### src/kpint_pkg.sv
// package for the key-switch interrupt logic: register address, field
// layout, reset value and pacing constants
// assumes a serial-bus front end that decodes register addresses
package kpint_pkg;
  localparam logic [7:0] INT_REG_ADDR = 8'h03;
  localparam int PEND_BIT = 7;
  localparam int ALERT_BIT = 6;
  localparam int KEY_BIT = 5;
  localparam int PACE_MSB = 4;
  localparam int PACE_W = 5;
  localparam logic [7:0] INT_REG_RESET = 8'h00;
  localparam logic [4:0] PACE_OFF = 5'h00;
  localparam logic [4:0] PACE_ONE = 5'h01;
endpackage

### src/pace_counter.sv
// modulo-n counter of completed debounce cycles
// assumes dbEnd is a one-cycle pulse on mclk
`timescale 1ns/1ps
module pace_counter #(
  parameter int W = 5
) (
  input wire logic mclk,
  input wire logic rst,
  input wire logic dbEnd,
  input wire logic [W-1:0] period,
  output logic wrap
);
  logic [W-1:0] cnt_q;
  logic [W-1:0] cnt_d;
  logic atTop;

  // a zero period counts as one so status keeps updating every cycle
  assign atTop = (cnt_q + {{(W-1){1'b0}}, 1'b1} >= period);
  assign wrap = dbEnd && atTop;
  assign cnt_d = !dbEnd ? cnt_q
               : atTop ? '0
               : cnt_q + {{(W-1){1'b0}}, 1'b1};

  // counter restarts whenever the period is reached or exceeded
  always_ff @(posedge mclk or posedge rst)
  begin
    if (rst)
    begin
      cnt_q <= '0;
    end
    else
    begin
      cnt_q <= cnt_d;
    end
  end
endmodule

### src/keypad_interrupt_logic.sv
// interrupt status and pacing logic of a key-switch monitoring controller
// assumes a serial-bus front end gives addressed read/write strobes on mclk
// and that key fifo and debounce signals come from logic on the same clock
`timescale 1ns/1ps

module keypad_interrupt_logic (
  input wire logic mclk,
  input wire logic rst,
  input wire logic regWrite,
  input wire logic regRead,
  input wire logic [7:0] regAddr,
  input wire logic [7:0] wrData,
  output logic [7:0] rdData,
  input wire logic dbEnd,
  input wire logic newKey,
  input wire logic fifoEmpty,
  input wire logic alertFall,
  input wire logic alertIntEn,
  input wire logic alertImmediate,
  input wire logic intPortLevel,
  output logic intPinN
);
  // ****************************************************************
  // decode and event logic
  // ****************************************************************
  // pacing field, the only part of the register that a write can change
  logic [kpint_pkg::PACE_W-1:0] pace_q;
  logic keyFlag_q;
  logic alertFlag_q;
  logic keyHeld_q;
  logic alertHeld_q;
  logic intPinN_q;
  logic [7:0] rdData_q;
  logic hit;
  logic wrHit;
  logic rdHit;
  logic wrap;
  logic alertEvt;
  logic keySet;
  logic alertSet;
  logic keyHeld_d;
  logic alertHeld_d;
  logic keyFlag_d;
  logic alertFlag_d;
  logic pend;
  logic [7:0] regView;
  logic [7:0] rdData_d;
  logic intPinN_d;
  logic gpoMode;
  logic [kpint_pkg::PACE_W-1:0] wrPace;

  assign hit = (regAddr == kpint_pkg::INT_REG_ADDR);
  assign wrHit = regWrite && hit;
  assign rdHit = regRead && hit;
  assign alertEvt = alertFall && alertIntEn;

  // new keys wait for the wrap; paced alerts wait too, immediate do not
  assign keyHeld_d = (keyHeld_q || newKey) && !wrap;
  assign alertHeld_d = (alertHeld_q || (alertEvt && !alertImmediate))
                       && !wrap;
  assign keySet = wrap && (keyHeld_q || newKey);
  assign alertSet = (alertEvt && alertImmediate)
                    || (wrap && (alertHeld_q || alertEvt));

  // set wins over clear: an event in the read cycle is never lost
  assign keyFlag_d = keySet || (keyFlag_q && !fifoEmpty);
  assign alertFlag_d = alertSet || (alertFlag_q && !rdHit);
  assign pend = keyFlag_q || alertFlag_q;
  assign regView = {pend, alertFlag_q, keyFlag_q, pace_q};

  // write data reaches only the pacing field; flag bits are dropped
  assign wrPace = wrData[kpint_pkg::PACE_MSB:0];

  // read data is zero unless this register is addressed, so a read
  // aimed at another register never leaks status onto the bus
  assign rdData_d = rdHit ? regView : 8'h00;
  // a zero pacing field hands the pin over to the ports register;
  // the flags still run, so the host can poll instead of waiting
  assign gpoMode = (pace_q == kpint_pkg::PACE_OFF);
  assign intPinN_d = gpoMode ? intPortLevel : !pend;

  // the counter reads the live pacing field: a write takes effect at the
  // next debounce end and is not a restart, so a lower value wraps early
  pace_counter #(
    .W(kpint_pkg::PACE_W)
  ) u_pace (
    .mclk(mclk),
    .rst(rst),
    .dbEnd(dbEnd),
    .period(pace_q),
    .wrap(wrap)
  );

  // ****************************************************************
  // registers
  // ****************************************************************
  // only the pacing field is writable; flags ignore write data
  always_ff @(posedge mclk or posedge rst)
  begin
    if (rst)
    begin
      pace_q <= kpint_pkg::INT_REG_RESET[kpint_pkg::PACE_MSB:0];
      keyFlag_q <= 1'b0;
      alertFlag_q <= 1'b0;
      keyHeld_q <= 1'b0;
      alertHeld_q <= 1'b0;
    end
    else
    begin
      if (wrHit)
        pace_q <= wrPace;
      keyFlag_q <= keyFlag_d;
      alertFlag_q <= alertFlag_d;
      keyHeld_q <= keyHeld_d;
      alertHeld_q <= alertHeld_d;
    end
  end

  // read data and pin registered so outputs come from flip-flops
  always_ff @(posedge mclk or posedge rst)
  begin
    if (rst)
    begin
      rdData_q <= kpint_pkg::INT_REG_RESET;
      intPinN_q <= 1'b1;
    end
    else
    begin
      rdData_q <= rdData_d;
      intPinN_q <= intPinN_d;
    end
  end

  assign rdData = rdData_q;
  assign intPinN = intPinN_q;

  // ****************************************************************
  // assertions
  // ****************************************************************
  // register view and read side effects
  pend_flags_a: assert property (
    @(posedge mclk) disable iff (rst)
    rdHit |=> rdData[kpint_pkg::PEND_BIT]
      == (rdData[kpint_pkg::ALERT_BIT] || rdData[kpint_pkg::KEY_BIT]))
    else $error("pending bit does not match cause bits");
  both_causes_a: assert property (
    @(posedge mclk) disable iff (rst)
    rdHit && keyFlag_q && alertFlag_q
    |=> rdData[kpint_pkg::PEND_BIT] && rdData[kpint_pkg::ALERT_BIT]
      && rdData[kpint_pkg::KEY_BIT])
    else $error("both causes not reported together");
  unmapped_read_a: assert property (
    @(posedge mclk) disable iff (rst)
    regRead && !hit |=> rdData == 8'h00)
    else $error("unaddressed read returned data");
  read_clears_alert_a: assert property (
    @(posedge mclk) disable iff (rst)
    rdHit && !alertSet |=> !alertFlag_q)
    else $error("alert flag survived a register read");
  read_keeps_key_a: assert property (
    @(posedge mclk) disable iff (rst)
    rdHit && keyFlag_q && !fifoEmpty |=> keyFlag_q)
    else $error("read cleared key flag");
  fifo_clears_key_a: assert property (
    @(posedge mclk) disable iff (rst)
    keyFlag_q && fifoEmpty && !keySet |=> !keyFlag_q)
    else $error("key flag not cleared by empty fifo");
  write_pace_a: assert property (
    @(posedge mclk) disable iff (rst)
    wrHit |=> pace_q == $past(wrPace))
    else $error("pacing field not written");

  // pin behaviour in both modes
  pin_port_a: assert property (
    @(posedge mclk) disable iff (rst)
    pace_q == kpint_pkg::PACE_OFF && $stable(pace_q)
    |=> intPinN == $past(intPortLevel))
    else $error("pin not following port level");
  pin_int_a: assert property (
    @(posedge mclk) disable iff (rst)
    pace_q != kpint_pkg::PACE_OFF && $stable(pace_q)
    |=> intPinN == !$past(pend))
    else $error("pin does not show pending interrupt");

  // pacing of key and alert causes
  key_paced_a: assert property (
    @(posedge mclk) disable iff (rst)
    !keyFlag_q && !dbEnd |=> !keyFlag_q)
    else $error("key flag raised off a debounce end");
  key_needs_new_a: assert property (
    @(posedge mclk) disable iff (rst)
    !keyFlag_q && !keyHeld_q && !newKey |=> !keyFlag_q)
    else $error("key flag raised with no new key");
  key_wait_a: assert property (
    @(posedge mclk) disable iff (rst)
    keyHeld_q && !dbEnd |=> keyHeld_q)
    else $error("new key dropped before the pacing wrap");
  zero_pace_a: assert property (
    @(posedge mclk) disable iff (rst)
    pace_q == kpint_pkg::PACE_OFF && dbEnd && newKey |=> keyFlag_q)
    else $error("zero pacing did not update key flag");
  alert_gate_a: assert property (
    @(posedge mclk) disable iff (rst)
    !alertFlag_q && !alertHeld_q && !(alertFall && alertIntEn)
    |=> !alertFlag_q)
    else $error("alert flag without enabled falling edge");
  alert_now_a: assert property (
    @(posedge mclk) disable iff (rst)
    alertFall && alertIntEn && alertImmediate |=> alertFlag_q)
    else $error("immediate alert not flagged");
  alert_wait_a: assert property (
    @(posedge mclk) disable iff (rst)
    alertFall && alertIntEn && !alertImmediate && !wrap
    |=> alertHeld_q)
    else $error("paced alert not held for the wrap");

  // ****************************************************************
  // coverage of the main scenarios
  // ****************************************************************
  // each goal marks a scenario the bench is expected to reach
  key_raise_c: cover property (@(posedge mclk) disable iff (rst)
    newKey ##[1:40] keySet);
  both_c: cover property (@(posedge mclk) disable iff (rst)
    keyFlag_q && alertFlag_q);
  gpo_c: cover property (@(posedge mclk) disable iff (rst)
    pace_q == kpint_pkg::PACE_OFF && keySet);
  alert_paced_c: cover property (@(posedge mclk) disable iff (rst)
    alertHeld_q && wrap);
  gpo_follow_c: cover property (@(posedge mclk) disable iff (rst)
    pace_q == kpint_pkg::PACE_OFF && $fell(intPinN));
endmodule

### config.mk
export PLATFORM = sky130hd
export DESIGN_NAME = keypad_interrupt_logic
export DESIGN_NICKNAME = d
export VERILOG_FILES = /design/src/kpint_pkg.sv /design/src/pace_counter.sv /design/src/keypad_interrupt_logic.sv
export SDC_FILE = /design/constraint.sdc
export NUM_CORES = 1
export LEC_CHECK = 0
export ABC_CLOCK_PERIOD_IN_PS = 1800
export BUFFER_PORTS_ARGS = -buffer_cell sky130_fd_sc_hd__buf_4
export CORE_UTILIZATION = 35
export DETAILED_ROUTE_END_ITERATION = 10
export SYNTH_ARGS = -nofsm -noshare
export SYNTH_HDL_FRONTEND = slang
export SYNTH_SLANG_ARGS = --single-unit
### constraint.sdc
create_clock -name mclk -period 1.8 [get_ports mclk]
set_input_delay 0.36 -clock mclk [delete_from_list [all_inputs] [get_ports mclk]]
set_output_delay 0.36 -clock mclk [all_outputs]
set_load 0.005 [all_outputs]
## After elaboration in Yosys (flattened, before gate mapping)

Cells that the tools add are included.

| word-level totals | value |
|---|---|
| bits in writable memories | 0 |
| memories | 0 |
| input port bits | 27 |
| flip-flop bits (word level) | 23 |
| bits in latches | 0 |
| memory bits (read-only) | 0 |

| operators by class | value |
|---|---|
| multiply operators | 0 |
| divide/modulo/power cells | 0 |
| add/subtract/negate cells | 1 |
| equal/unequal tests | 1 |
| reduce and logical (&&, ||, !) cells | 25 |
| shifts and indexed selects | 0 |
| mux-type cells | 3 |
| bitwise operators | 0 |
| $lt $le $gt $ge | 1 |

Operator list:

| cell | number |
|---|---|
| $logic_and A1 B1 Y1 | 12 |
| $eq A8 B2 Y1 const B | 1 |
| $mux W8 | 1 |
| $logic_or A1 B1 Y1 | 7 |
| $add A5 B1 Y5 const B | 1 |
| $ge A5 B5 Y1 | 1 |
| $logic_not A1 Y1 | 5 |
| $logic_not A5 Y1 | 1 |
| $mux W5 | 1 |
| $mux W1 | 1 |

## Longest topological paths before layout

| logic depth | value |
|---|---|
| depth in word-level cells | 6 |
| depth in mapped cells | 7 |
| mapped depth without buffers | 7 |

## Modules after synthesis

From an unflattened synthesis, not the netlist that was laid out.

| second synthesis, totals | value |
|---|---|
| cells, all modules | 98 |
| area total of the unflattened synthesis | 1128.6 um^2 |

By module, submodules not included:

| module | times used | cells each | area an instance (um^2) |
|---|---|---|---|
| keypad_interrupt_logic | 1 | 53 | 700.7 |
| pace_counter | 1 | 45 | 427.9 |

## Least setup slack after synthesis

Ideal clock, no wire load.

| timing | value |
|---|---|
| path type | reg-to-reg |
| start point | reg u_pace.cnt_q[0] |
| end point | reg alertFlag_q |
| setup slack | -0.061 ns |
| cell stages (with the launch flop) | 8 |
| setup time | 0.138 ns |
| data arrival time | 1.724 ns |
| path through | dfrtp_1 ha_1 xor2_1 ha_1 a21o_1 a31oi_1 o211a_1 o221ai_1 |

| on the way | value |
|---|---|
| longest elaborated chain between the ends | 6 |

RTL lines:

| what | RTL line | source |
|---|---|---|
| start, declared | pace_counter.sv:13 | `logic [W-1:0] cnt_q;` |
| start signal, assigned | pace_counter.sv:33 | `cnt_q <= cnt_d;` |
| $add A5 B1 Y5 | pace_counter.sv:18 | `assign atTop = (cnt_q + {{(W-1){1'b0}}, 1'b1} >= period);` |
| $ge A5 B5 Y1 | pace_counter.sv:18 |  |
| $logic_and A1 B1 Y1 | pace_counter.sv:19 | `assign wrap = dbEnd && atTop;` |
| $logic_and A1 B1 Y1 | keypad_interrupt_logic.sv:63 | `\|\| (wrap && (alertHeld_q \|\| alertEvt));` |
| $logic_or A1 B1 Y1 | keypad_interrupt_logic.sv:63 |  |
| $logic_or A1 B1 Y1 | keypad_interrupt_logic.sv:67 | `assign alertFlag_d = alertSet \|\| (alertFlag_q && !rdHit);` |
| named net alertFlag_d | keypad_interrupt_logic.sv:44 | `logic alertFlag_d;` |
| end signal, assigned | keypad_interrupt_logic.sv:113 | `alertFlag_q <= alertFlag_d;` |
| end, declared | keypad_interrupt_logic.sv:29 | `logic alertFlag_q;` |

The timed path passes the listed nets, and every way through them passes these cells.
A chain may end at the register's enable or synchronous reset.

## Worst setup path after layout

| timing | value |
|---|---|
| start point | reg u_pace.cnt_q[1] |
| end point | reg u_pace.cnt_q[0] |

| on the way | value |
|---|---|
| longest elaborated chain between the ends | 3 |

RTL lines:

| what | RTL line | source |
|---|---|---|
| $add A5 B1 Y5 | pace_counter.sv:18 |  |
| $ge A5 B5 Y1 | pace_counter.sv:18 |  |
| $mux W5 | pace_counter.sv:21 | `: atTop ? '0` |

No other way between the ends.

==> summary.txt <==
STA
  • Crit path time final: 1.863 ns
  • Final hold viol count: 0
  • Slew HR: 80.88%
  • Final worst-path setup slack: -0.06299 ns
  • Fin crit share: 103.5%
  • Max Fclk: 536.8 MHz
  • Finish-stage setup viols: 9
  • Actual slew at the worst max-slew pin: 0.2847 ns
  • RSZ-0062 raised after global routing: yes
  • Final Slew Violations: 0
  • Setup Skew: 0.005462 ns

Drt
  • Highest routed layer: met4
  • DR vias/cell: 4.880
  • First-iteration detailed-routing DRC count: 24
  • Pre-Repair DR Iteration Count: 3
  • Via count: 932
  • Met2 WL: 1465 um
  • Final WL: 2627 um
  • M1 WL: 1048 um
  • DR WL met3: 68 um
  • Drt wl/cell: 13.75 um
  • Number of remaining DRC errors: 0
  • Final ANT Viol Nets: 0

Power and ir drop
  • Net Sw Power: 450.9 uW
  • Total power: 1399 uW
  • Sw frac: 32.23%
  • Gate power share: 38.0%
  • Int Pwr: 947.9 uW
  • Worst IR drop on VDD: 0.0003977 V
  • Sequential share of power: 44.3%
  • Power Density: 841.9 nW/um^2
  • P_leak: 0.0008509 uW
  • Clock Power Share: 17.7%

Clock network
  • Post-CTS Hold Buffers: 0
  • Clock sink count: 23
  • H-tree depth: 1
  • Max clock buf depth: 2
  • Skew-Pair Late Insertion Delay: 0.31 ns
  • Clock buffers created by TritonCTS: 3
  • Clock-pin slew on the worst setup and hold paths: 0.13 ns
  • CTS root buf: clkbuf_4
  • CTS tree: built

Placed design
  • Hpwl dp: 1820 um
  • Post-Place Cell Area: 1494 sq um
  • Port-buffer cells: 32
  • Cell count after placement: 183
  • RePlAce Congestion: 0.8432
  • Pre-CTS setup slack: -0.1332 ns

Synthesis
  • Ys flop type: dfrtp_1
  • Post-synthesis xor/xnor area fraction: 3.063%
  • Yosys cell types: 35
  • Post-Synth Simple-Gate Area: 18.38%
  • Mux cell area share after synthesis: 7.549%
  • FFs w/ async S/R, synth: 100.0%
  • Mapped Cells: 100
  • Adder-cell share of the synthesized area: 6.565%
  • Syn_nets: 133
  • Cell taking the most area after synthesis: dfrtp_1
  • Commonest cells in the netlist: dfrtp_1 (22), inv_1 (10), and3_2 (7), nand2_1 (7), ha_1 (6)
  • Post-synth EDFFs: 0
  • Top cells by area, synth: dfrtp_1 (48%), ha_1 (6.6%), mux2_4 (6.6%)
  • Most frequent cell after synthesis: dfrtp_1
  • Compound-Gate Fraction of Synth Area: 10.72%
  • Syn avg cell area: 11.44 sq um
  • Yosys warns: 0
  • Sequential area share after synthesis: 50.44%
  • Synthesized area: 1144 sq um
  • Count of state elements after synthesis: 23
  • Yosys top cell area share: 48.14%
  • Largest family of logic cells by synthesized area: simple AND/OR/NAND/NOR gates

Floorplan
  • Core Region: 3078 sq um
  • DIE WIDTH: 59.16 um
  • Initial Utilization: 37.15%
  • Die height: 59.16 um
  • Die area: 3500 sq um
  • Io pins: 36
  • Standard-cell rows: 20

Worst setup path
  • Worst setup EP type: register
  • Critical path type: reg -> reg
  • CP Data Arrival Time: 2.07 ns
  • Reg2Reg Launch Point: u_pace.cnt_q[1]
  • R2R depth: 7
  • CP max FO: 3
  • Reg2Reg Setup Slack: -0.06 ns
  • CP required: 2.01 ns
  • RR Endpoint: u_pace.cnt_q[0]
  • CP startpoint kind: register

Layout
  • Antenna Cells: 0
  • Fill count: 259
  • Final cell count without fillers: 191
  • Fraction of layout cells with a size suffix above 1: 54.42%
  • Fin area: 1662 sq um
  • Final core occ: 53.98%
  • Area delta synth->final: 45.30%
  • Final #Nets: 181

GRT
  • Initial antenna violation count: 0
  • Largest net degree at the start of global routing: 24
  • Gr usage total: 15.61%
  • First-pass GRT wire length: 3981 um
  • Gr ovfl total: 0
  • Via count of the first global-routing pass: 927

Hold path
  • Worst hold path class: in -> async

Run status
  • Failing checks: negative setup slack
  • Outcome: complete, but fails checks

Job
  • Max-cap violation count: 0
[per-stage QoR]
stage | setup TNS (ns) | hold slack, ns
3_5_place_dp | -1.098 | 0.4300
5_1_grt | -0.8348 | 0.08314
4_1_cts | -0.8634 | 0.07329
2_1_floorplan | -0.1081 | 0.3612
3_3_place_gp | -0.6975 | 0.4274
6_report | -0.3707 | 0.06814
[registers in the layout, indices dropped and copies added, names as in the netlist]
register      count
pace_q            5
keyHeld_q         1
intPinN           1
rdData            8
alertFlag_q       1
keyFlag_q         1
u_pace.cnt_q      5
alertHeld_q       1
[cell usage in the layout, fill, tap and decap left out, types with 2 or more instances in the layout]
cell / count
a21oi_1: 2
a22oi_1: 2
and3_2: 7
buf_4: 43
clkbuf_4: 3
dfrtp_1: 22
ha_1: 4
inv_1: 10
mux2_4: 5
nand2_1: 7
nand3_1: 3
nand3_2: 2
nor2_1: 5
nor4_4: 2
o21a_1: 2
o21ai_1: 2
xnor2_2: 2
[power groups by stage]
stage / registers [uW] / clock network [uW] / logic (uW)
floorplan: 620 / 0 / 207
global placement: 620 / 0 / 358
detailed placement: 623 / 0 / 372
CTS: 612 / 257 / 432
global route: 626 / 277 / 576
finish: 619 / 247 / 532
[worst max path at each step]
| stage | start | to | slack [ns] | cells after the start |
|---|---|---|---|---|
| global route | u_pace.cnt_q[0] | u_pace.cnt_q[4] | -0.11 | 9 |
| floorplan | regAddr[5] | pace_q[0] | -0.02 | 4 |
| detailed placement | regAddr[5] | alertFlag_q | -0.13 | 6 |
| finish | u_pace.cnt_q[1] | u_pace.cnt_q[0] | -0.06 | 7 |
| global placement | regAddr[5] | alertFlag_q | -0.09 | 6 |
| CTS | u_pace.cnt_q[1] | alertFlag_q | -0.13 | 7 |
[routing by layer]
layer,GRT usage (%),vias to the layer above
li1,-,450
met1,17.34,462
met2,28.57,16
met3,3.057,4
met4,7.143,0
met5,0,-
[worst max-delay path: stages, from the launching register on]
cell	delay (ns)
dfrtp_1	0.43
ha_4	0.19
xor2_1	0.14
ha_1	0.31
a21o_1	0.18
a31oi_4	0.17
o21bai_2	0.11
o41ai_2	0.22
[repair_timing]
action	4_1_cts	5_1_grt
gates resized for setup	6	14
pin swaps	8	3
buffers inserted	2	2
cloned	0	0
hold endpoints to repair	0	0
setup endpoints to repair	9	9
[cell type report]
class | count | area [sq um] | share of cell area (%)
clock buffers | 4 | 26.28 | 1.581
inverters | 10 | 37.54 | 2.259
multi-input cells | 67 | 643.1 | 38.70
flip-flops and latches | 23 | 576.8 | 34.71
well taps | 44 | 55.05 | 3.313
repair buffers | 43 | 322.8 | 19.43
[cell families after synthesis]
group / Yosys count
buffers and inverters: 10
adders and majority gates: 6
muxes: 6
DFF: 23
xor gates and xnor gates: 4
AOI/OAI and AO/OA: 17
and+or+nand+nor: 34
Power figures use the tool's default switching activity.
